### config.mk
export PLATFORM = sky130hd
export DESIGN_NAME = pmcw_top
export DESIGN_NICKNAME = d
export VERILOG_FILES = /design/src/hw/pmcw_pkg.sv /design/src/hw/pmcw_top.sv
export SDC_FILE = /design/constraint.sdc
export NUM_CORES = 1
export LEC_CHECK = 0
export ABC_AREA = 1
export ABC_CLOCK_PERIOD_IN_PS = 1650
export BUFFER_PORTS_ARGS = -buffer_cell sky130_fd_sc_hd__buf_2
export CELL_PAD_IN_SITES_DETAIL_PLACEMENT = 0
export CELL_PAD_IN_SITES_GLOBAL_PLACEMENT = 1
export CORE_AREA = 2 2 52 54
export CTS_CLUSTER_SIZE = 12
export DETAILED_ROUTE_END_ITERATION = 10
export DIE_AREA = 0 0 54 56
export MAX_ROUTING_LAYER = met4
export PLACE_DENSITY = 0.89
export SLEW_MARGIN = 20
export SYNTH_ARGS = -nofsm -noshare
export SYNTH_HDL_FRONTEND = slang
export SYNTH_SLANG_ARGS = --single-unit
### constraint.sdc
create_clock -name clock -period 1.65 [get_ports clock]
set_input_delay 0.0825 -clock clock [delete_from_list [all_inputs] [get_ports clock]]
set_output_delay 0.0825 -clock clock [all_outputs]
set_load 0.01 [all_outputs]
### src/hw/pmcw_pkg.sv
// Purpose: constants for the power capability word of the configuration space
// Assumes: 16-bit configuration reads addressed by byte offset
// Notes:   only the capability word lives here; its mirrored source is outside
//
// What this block does
// - bit 15 shows the current cold-off wake capability bit of the misc config register.
// - bits 14 to 11 hold the wake source states, 1100b after reset.
// - bit 13 follows the state-two wake select bit of the misc config register.
// - bit 10 mirrors the state-two support bit, 1 meaning supported.
// - bit 9 always reads 0 because state one is not supported.
// - bits 8 to 6 read 000b when bit 15 is clear and 001b when it is set.
// - bit 5 reads 0 since no special initialization is needed.
// - reserved bit 4 always reads 0.
// - bit 3 reads 0 since no bus clock is needed to raise a wake request.
// - bits 2 to 0 always read 010b for register set revision 1.1.
// - the mirrored bits are loaded from the misc config register filled from serial rom.
package pmcw_pkg;

  localparam logic [7:0]  PMCW_CAP_OFFSET   = 8'h46;
  localparam logic [7:0]  PMCW_MISC_OFFSET  = 8'hF0;
  localparam logic [15:0] PMCW_CAP_RESET    = 16'h6402;

  // field positions inside the capability word and the misc config register
  localparam int PMCW_COLD_BIT     = 15;
  localparam int PMCW_SRC_HI       = 14;
  localparam int PMCW_SRC_LO       = 11;
  localparam int PMCW_SRC_D2_BIT   = 13;
  localparam int PMCW_D2_SUP_BIT   = 10;
  localparam int PMCW_D1_SUP_BIT   = 9;
  localparam int PMCW_AUX_HI       = 8;
  localparam int PMCW_AUX_LO       = 6;
  localparam int PMCW_DSI_BIT      = 5;
  localparam int PMCW_RSVD_BIT     = 4;
  localparam int PMCW_CLK_BIT      = 3;
  localparam int PMCW_VER_HI       = 2;

  // fixed field values
  localparam logic [1:0] PMCW_SRC_HOT_D3    = 2'h3;  // bits 14,13 default set
  localparam logic       PMCW_SRC_STATE_ONE = 1'b0;  // bit 12
  localparam logic       PMCW_SRC_STATE_ZERO = 1'b0; // bit 11
  localparam logic [2:0] PMCW_AUX_SELF      = 3'h0;
  localparam logic [2:0] PMCW_AUX_55MA      = 3'h1;
  localparam logic [2:0] PMCW_VERSION       = 3'h2;

  // reset values of the mirrored source bits
  localparam logic PMCW_COLD_RESET   = 1'b0;
  localparam logic PMCW_SRC_D2_RESET = 1'b1;
  localparam logic PMCW_D2_SUP_RESET = 1'b1;

endpackage

### src/hw/pmcw_top.sv
// Purpose: read-only power management capability word at configuration offset 46h
// Assumes: misc config register lives elsewhere and presents a load strobe with its value
// Notes:   one cycle read latency; every output comes straight from a flip-flop
`timescale 1ns/1ps
module pmcw_top
  import pmcw_pkg::*;
(
  input  wire logic        clock,
  input  wire logic        reset,
  input  wire logic        cfg_read,
  input  wire logic        cfg_write,
  input  wire logic [7:0]  cfg_addr,
  input  wire logic [15:0] cfg_wdata,
  input  wire logic        misc_load,
  input  wire logic [15:0] misc_value,
  output logic             cfg_ack,
  output logic [15:0]      cfg_rdata,
  output logic             wake_from_cold_off_capable
);

  logic        wake_from_state_two_select;
  logic        state_two_supported;
  logic [15:0] cap_word;
  logic        cap_hit;
  logic        loaded_since_reset;

  ////////////////////////////////////////////////////////////////////////////////
  // assemble the word from mirrors and constants
  function automatic logic [15:0] pmcw_build(
    input logic cold,
    input logic src_d2,
    input logic d2_sup
  );
    logic [15:0] w;
    w = 16'h0000;
    w[PMCW_COLD_BIT] = cold;
    w[PMCW_SRC_HI] = PMCW_SRC_HOT_D3[1];
    w[PMCW_SRC_D2_BIT] = src_d2;
    w[PMCW_SRC_D2_BIT-1] = PMCW_SRC_STATE_ONE;
    w[PMCW_SRC_LO] = PMCW_SRC_STATE_ZERO;
    w[PMCW_D2_SUP_BIT] = d2_sup;
    w[PMCW_D1_SUP_BIT] = 1'b0;
    w[PMCW_AUX_HI:PMCW_AUX_LO] = cold ? PMCW_AUX_55MA : PMCW_AUX_SELF;
    w[PMCW_DSI_BIT] = 1'b0;
    w[PMCW_RSVD_BIT] = 1'b0;
    w[PMCW_CLK_BIT] = 1'b0;
    w[PMCW_VER_HI:0] = PMCW_VERSION;
    return w;
  endfunction

  assign cap_word = pmcw_build(wake_from_cold_off_capable, wake_from_state_two_select,
                               state_two_supported);
  assign cap_hit  = (cfg_addr == PMCW_CAP_OFFSET);

  ////////////////////////////////////////////////////////////////////////////////
  // mirrors of the misc config bits; the rom loader and host updates both arrive
  // as a load of the whole misc register, so only one path has to be trusted
  always_ff @(posedge clock)
  begin
    if (reset)
    begin
      wake_from_cold_off_capable <= PMCW_COLD_RESET;
      wake_from_state_two_select <= PMCW_SRC_D2_RESET;
      state_two_supported        <= PMCW_D2_SUP_RESET;
    end
    else if (misc_load)
    begin
      wake_from_cold_off_capable <= misc_value[PMCW_COLD_BIT];
      wake_from_state_two_select <= misc_value[PMCW_SRC_D2_BIT];
      state_two_supported        <= misc_value[PMCW_D2_SUP_BIT];
    end
  end

  ////////////////////////////////////////////////////////////////////////////////
  // configuration answer: reads of other offsets return zero, writes are
  // acknowledged but never stored, so no field can be forced by software
  always_ff @(posedge clock)
  begin
    if (reset)
    begin
      cfg_ack   <= 1'b0;
      cfg_rdata <= 16'h0000;
    end
    else
    begin
      cfg_ack <= cfg_read | cfg_write;
      if (cfg_read)
        cfg_rdata <= cap_hit ? cap_word : 16'h0000;
      else if (cfg_write && cap_hit && (cfg_wdata != cap_word))
        cfg_rdata <= cfg_rdata; // write data dropped
    end
  end

  ////////////////////////////////////////////////////////////////////////////////
  // check helper: remembers whether a misc load has happened since reset,
  // so the default word can be checked on any read before the first load
  always_ff @(posedge clock)
  begin
    if (reset)
      loaded_since_reset <= 1'b0;
    else if (misc_load)
      loaded_since_reset <= 1'b1;
  end

  ////////////////////////////////////////////////////////////////////////////////
  // checks
  property p_cold_bit;
    @(posedge clock) disable iff (reset)
    (cfg_read && cap_hit) |=> cfg_ack && (cfg_rdata[15] == $past(wake_from_cold_off_capable));
  endproperty
  a_cold_bit: assert property (p_cold_bit) else $error("bit 15 not cold wake mirror");

  property p_src_const;
    @(posedge clock) disable iff (reset)
    (cfg_read && cap_hit) |=> (cfg_rdata[14] && !cfg_rdata[12] && !cfg_rdata[11]);
  endproperty
  a_src_const: assert property (p_src_const) else $error("wake source constant bits wrong");

  property p_src_d2;
    @(posedge clock) disable iff (reset)
    (misc_load ##1 (cfg_read && cap_hit && !misc_load)) |=>
      (cfg_rdata[13] == $past(misc_value[13], 2));
  endproperty
  a_src_d2: assert property (p_src_d2) else $error("bit 13 does not follow misc");

  property p_d2_sup;
    @(posedge clock) disable iff (reset)
    (misc_load ##1 (cfg_read && cap_hit && !misc_load)) |=>
      (cfg_rdata[10] == $past(misc_value[10], 2));
  endproperty
  a_d2_sup: assert property (p_d2_sup) else $error("bit 10 does not follow misc");

  property p_fixed_zero;
    @(posedge clock) disable iff (reset)
    (cfg_read && cap_hit) |=> (cfg_rdata[9] == 1'b0) && (cfg_rdata[5:3] == 3'h0);
  endproperty
  a_fixed_zero: assert property (p_fixed_zero) else $error("fixed zero bits set");

  property p_aux;
    @(posedge clock) disable iff (reset)
    (cfg_read && cap_hit) |=> (cfg_rdata[8:6] == (cfg_rdata[15] ? 3'h1 : 3'h0));
  endproperty
  a_aux: assert property (p_aux) else $error("aux current field wrong");

  property p_version;
    @(posedge clock) disable iff (reset)
    (cfg_read && cap_hit) |=> (cfg_rdata[2:0] == 3'h2);
  endproperty
  a_version: assert property (p_version) else $error("version field wrong");

  property p_no_write;
    @(posedge clock) disable iff (reset)
    (cfg_write && !cfg_read && !misc_load) |=> $stable(cfg_rdata) && $stable(cap_word);
  endproperty
  a_no_write: assert property (p_no_write) else $error("write changed the word");

  property p_reset_value;
    @(posedge clock)
    disable iff (reset) (cfg_read && cap_hit && !loaded_since_reset) |=> (cfg_rdata == PMCW_CAP_RESET);
  endproperty
  a_reset_value: assert property (p_reset_value) else $error("reset value wrong");

  // answer timing: one ack per request cycle, read data held between reads
  property p_ack_follow;
    @(posedge clock) disable iff (reset)
    (cfg_read || cfg_write) |=>
      cfg_ack;
  endproperty
  a_ack_follow: assert property (p_ack_follow) else $error("ack missing");

  property p_ack_idle;
    @(posedge clock) disable iff (reset)
    (!cfg_read && !cfg_write) |=>
      !cfg_ack;
  endproperty
  a_ack_idle: assert property (p_ack_idle) else $error("stray ack");

  property p_rdata_hold;
    @(posedge clock) disable iff (reset)
    !cfg_read |=>
      $stable(cfg_rdata);
  endproperty
  a_rdata_hold: assert property (p_rdata_hold) else $error("rdata moved");

  property p_other_zero;
    @(posedge clock) disable iff (reset)
    (cfg_read && !cap_hit) |=>
      (cfg_rdata == 16'h0000);
  endproperty
  a_other_zero: assert property (p_other_zero) else $error("other offset");

  // mirrors take the misc bits on a load and hold them otherwise
  property p_cold_load;
    @(posedge clock) disable iff (reset)
    misc_load |=>
      (wake_from_cold_off_capable == $past(misc_value[PMCW_COLD_BIT]));
  endproperty
  a_cold_load: assert property (p_cold_load) else $error("cold load");

  property p_cold_hold;
    @(posedge clock) disable iff (reset)
    !misc_load |=>
      $stable(wake_from_cold_off_capable);
  endproperty
  a_cold_hold: assert property (p_cold_hold) else $error("cold moved");

  property p_sel_load;
    @(posedge clock) disable iff (reset)
    misc_load |=>
      (wake_from_state_two_select == $past(misc_value[PMCW_SRC_D2_BIT]));
  endproperty
  a_sel_load: assert property (p_sel_load) else $error("select load");

  property p_sel_hold;
    @(posedge clock) disable iff (reset)
    !misc_load |=>
      $stable(wake_from_state_two_select);
  endproperty
  a_sel_hold: assert property (p_sel_hold) else $error("select moved");

  property p_sup_load;
    @(posedge clock) disable iff (reset)
    misc_load |=>
      (state_two_supported == $past(misc_value[PMCW_D2_SUP_BIT]));
  endproperty
  a_sup_load: assert property (p_sup_load) else $error("support load");

  property p_sup_hold;
    @(posedge clock) disable iff (reset)
    !misc_load |=>
      $stable(state_two_supported);
  endproperty
  a_sup_hold: assert property (p_sup_hold) else $error("support moved");

  property p_word_hold;
    @(posedge clock) disable iff (reset)
    !misc_load |=>
      $stable(cap_word);
  endproperty
  a_word_hold: assert property (p_word_hold) else $error("word moved");

  // read data against the mirrors sampled at the request edge
  property p_sel_read;
    @(posedge clock) disable iff (reset)
    (cfg_read && cap_hit) |=>
      (cfg_rdata[13] == $past(wake_from_state_two_select));
  endproperty
  a_sel_read: assert property (p_sel_read) else $error("bit 13 read");

  property p_sup_read;
    @(posedge clock) disable iff (reset)
    (cfg_read && cap_hit) |=>
      (cfg_rdata[10] == $past(state_two_supported));
  endproperty
  a_sup_read: assert property (p_sup_read) else $error("bit 10 read");

  property p_aux_cold;
    @(posedge clock) disable iff (reset)
    (cfg_read && cap_hit) |=>
      (cfg_rdata[8:6] == ($past(wake_from_cold_off_capable) ? PMCW_AUX_55MA : PMCW_AUX_SELF));
  endproperty
  a_aux_cold: assert property (p_aux_cold) else $error("aux vs cold");

  // constant fields, one property each so a failure names its field
  property p_d1_zero;
    @(posedge clock) disable iff (reset)
    (cfg_read && cap_hit) |=>
      !cfg_rdata[9];
  endproperty
  a_d1_zero: assert property (p_d1_zero) else $error("bit 9 set");

  property p_dsi_zero;
    @(posedge clock) disable iff (reset)
    (cfg_read && cap_hit) |=>
      !cfg_rdata[5];
  endproperty
  a_dsi_zero: assert property (p_dsi_zero) else $error("bit 5 set");

  property p_rsvd_zero;
    @(posedge clock) disable iff (reset)
    (cfg_read && cap_hit) |=>
      !cfg_rdata[4];
  endproperty
  a_rsvd_zero: assert property (p_rsvd_zero) else $error("bit 4 set");

  property p_clk_zero;
    @(posedge clock) disable iff (reset)
    (cfg_read && cap_hit) |=>
      !cfg_rdata[3];
  endproperty
  a_clk_zero: assert property (p_clk_zero) else $error("bit 3 set");

  property p_src_low;
    @(posedge clock) disable iff (reset)
    (cfg_read && cap_hit) |=>
      (cfg_rdata[12:11] == {PMCW_SRC_STATE_ONE, PMCW_SRC_STATE_ZERO});
  endproperty
  a_src_low: assert property (p_src_low) else $error("bits 12:11");

  // reset clears the answer and restores the default word
  property p_reset_clear;
    @(posedge clock)
    reset |=>
      !cfg_ack && (cfg_rdata == 16'h0000) && !wake_from_cold_off_capable && (cap_word == PMCW_CAP_RESET);
  endproperty
  a_reset_clear: assert property (p_reset_clear) else $error("bad reset state");
endmodule

==> results.md <==
- Synth cell types: 11
- Clock transition at the registers of the reported paths: around 60 ps
- Layout cells sized above 1: 0.359
- Critical path endpoint category: output pin
- Area share of the largest cell type after synthesis: 0.396
- Synthesized area: between 400 and 500 sq um
- Critical path depth: 1
- Pwr/cell area: between 700 and 800 mW/mm^2
- Synth top area cells: dfxtp_1 (40%), buf_4 (22%), nand2_1 (10%), a21oi_1 (5.0%), inv_1 (4.6%)
- Post-DP Area: roughly 500 sq um
- Cell taking the most area after synthesis: dfxtp_1
- Die Area: roughly 0.0030 sq mm
- Via count: about 370
- Fin crit share: 0.513
- Critical path class: reg2out
- R2R depth: 2
- PostCTS Resize Cnt: 0
- Final Instance Area: about 520 sq um
- Vias per cell: roughly 3.5
- Post-DP HPWL: roughly 700 um
- Vias in the first global route: between 300 and 400
- Setup TNS: 0 ps
- Final Hold Fails: 0
- I/O pins: 63
- Non-filler cells, final: around 110
- Largest buffer count on any clock path: 2
- R2R Setup Slk: ~1000 ps
- Worst min-delay path class: in2reg
- Clock skew: 5.33 ps
- Crit-path slowest cell: dfxtp_1
- Largest family of logic cells by synthesized area: buffers and inverters
- GRT Residual Overflow: 0
- Synth async-reset ratio: 0
- Core Area: approximately 0.0024 sq mm
- Crit-path max cell delay: 360 ps
- Worst path bufs/invs: 1
- First-pass GRT wire length: around 1400 um
- XOR/XNOR Fraction of Synth Area: 0
- Status: complete, no violations
- Final nets: ~130
- Clock latency on the worst-skew pair: between 200 and 300 ps
- RSZ-0062 raised after global routing: no
- Count of input and output buffers: 23
- Largest delay share family, worst path: flip-flops
- Commonest cells post-synth: buf_4 (12), nand2_1 (11), dfxtp_1 (8)
- DR iter-0 viols: 4
- Hold WS: 33.1 ps
- Root Driver: clkbuf_4
- Core Rows: 18
- Syn avg cell area: 7.35 sq um
- Slew Limit Fails: 0
- Hold Buf Count CTS: 0
- Max-capacitance violation count: 0
- Clk sinks: 8
- Adder-cell share of the synthesized area: 0
- Post-CTS Setup Inserts: 0
- RR Startpoint: wake_from_cold_off_capable
- Layout area overhead: 29.4%
- Max Freq: approximately 1200 MHz
- Launch point of the critical path: wake_from_cold_off_capable
- Total Routing Usage GR: 0.0647
- WL/cell: roughly 7.4 um
- Post-synth EDFFs: 0
- First-pass detailed-route iteration total: 2
- Post-synthesis mux area share: 0
- Die Ht: ~56 um
- Starting Density: 0.166
- Synthesis Warnings: 0
- Peak supply drop: 349 uV
- Crit path DAT: roughly 760 ps
- CTS tree: yes
- Antenna violations before repair: 0
- Share of synthesized area occupied by flip-flops and latches: 0.396
- Post-synthesis compound-gate area fraction: 0.0619
- Worst-path maximum fanout: 3
- Die Wd: ~54 um
- Final setup viols: 0
- Syn Inst Count: 55
- ANT cells: 0
- H-tree depth: 1
- Post-Route WL: roughly 800 um
- CP endpoint: wake_from_cold_off_capable
- CP Launch Type: flip-flop
- Synth Area in Simple Gates: 0.263
- Static leakage: 0.282 nW
- Num CTS Buffers: 3
- Post-route minimum period: roughly 850 ps
- Fillcell total: 280
- Seq cells post-synth: 8
- Placed insts: roughly 110
- Antenna viol nets, final: 0
- Worst path cell trace: buf_2
- DR DRC count: 0
- Crit Reg-Reg Endpoint: cfg_rdata[6]
- Placer Congestion: roughly 0.73
- CP required: around 1600 ps
- Largest net degree at the start of global routing: 7
- Top_reg_cell synth: dfxtp_1
- Most common cell in the synthesized netlist: buf_4
[logic make-up after synthesis]
logic type	Yosys count
other	1
and+or+nand+nor	24
AOI/OAI and AO/OA	5
buffers and inverters	17
DFF	8
[stage by stage]
| stage | power, W | setup slack [ps] | utilization |
|---|---|---|---|
| 6_report | 0.000407 | 804 | 0.215 |
| 3_5_place_dp | 0.000262 | 930 | 0.206 |
| 3_3_place_gp | 0.000261 | 940 | 0.206 |
| 4_1_cts | 0.000417 | 799 | 0.215 |
| 2_1_floorplan | 0.000253 | 1010 | - |
| 5_1_grt | 0.000435 | 755 | 0.215 |
[state kept, by name, summed over array words and instances (netlist names)]
name,flops
cfg_ack,1
wake_from_cold_off_capable,1
wake_from_state_two_select,1
cfg_rdata,4
state_two_supported,1
[report_power, final]
| group | switching [W] | internal (W) | total [W] |
|---|---|---|---|
| clock | 0.0000661 | 0.0000832 | 0.000149 |
| sequential | 0.00000374 | 0.000200 | 0.000204 |
| combinational | 0.0000324 | 0.0000212 | 0.0000536 |
| total | 0.000102 | 0.000305 | 0.000407 |
[final cells by class]
cell class / instances / area, sq um / area share
Sequential cell: 8 / 160 / 0.306
Tap cell: 30 / 37.5 / 0.0718
Timing Repair Buffer: 23 / 115 / 0.220
Multi-Input combinational cell: 39 / 169 / 0.323
Inverter: 5 / 18.8 / 0.0359
Clock buffer: 3 / 22.5 / 0.0431
[placed cells by master, fill, tap and decap left out, types with 2 or more instances in the layout]
master	synthesis	final
dfxtp_1	8	8
nand3_1	3	3
buf_2	0	23
inv_1	5	5
clkbuf_4	0	3
a21oi_1	4	4
conb_1	1	10
nor2_2	2	2
nor2_1	5	5
nand2_1	11	11
nand4_1	3	3
[worst min path at each step]
stage,from,end,slack [ps],cells past startpoint
finish,cfg_write,cfg_ack,30,3
detailed placement,cfg_write,cfg_ack,290,3
CTS,cfg_write,cfg_ack,20,3
floorplan,reset,cfg_rdata[10],150,1
global route,cfg_write,cfg_ack,50,3
global placement,cfg_write,cfg_ack,300,3
[routing by layer]
metal | share of wire | vias up | GRT usage | routed length [um]
met2 | 0.44 | 22 | 0.0889 | 351
met5 | 0 | - | - | 0
met4 | 0 | 0 | 0.0321 | 0
met3 | 0.12 | 0 | 0.0430 | 100
li1 | - | 199 | - | -
met1 | 0.44 | 153 | 0.0703 | 353
Power figures use the tool's default switching activity.
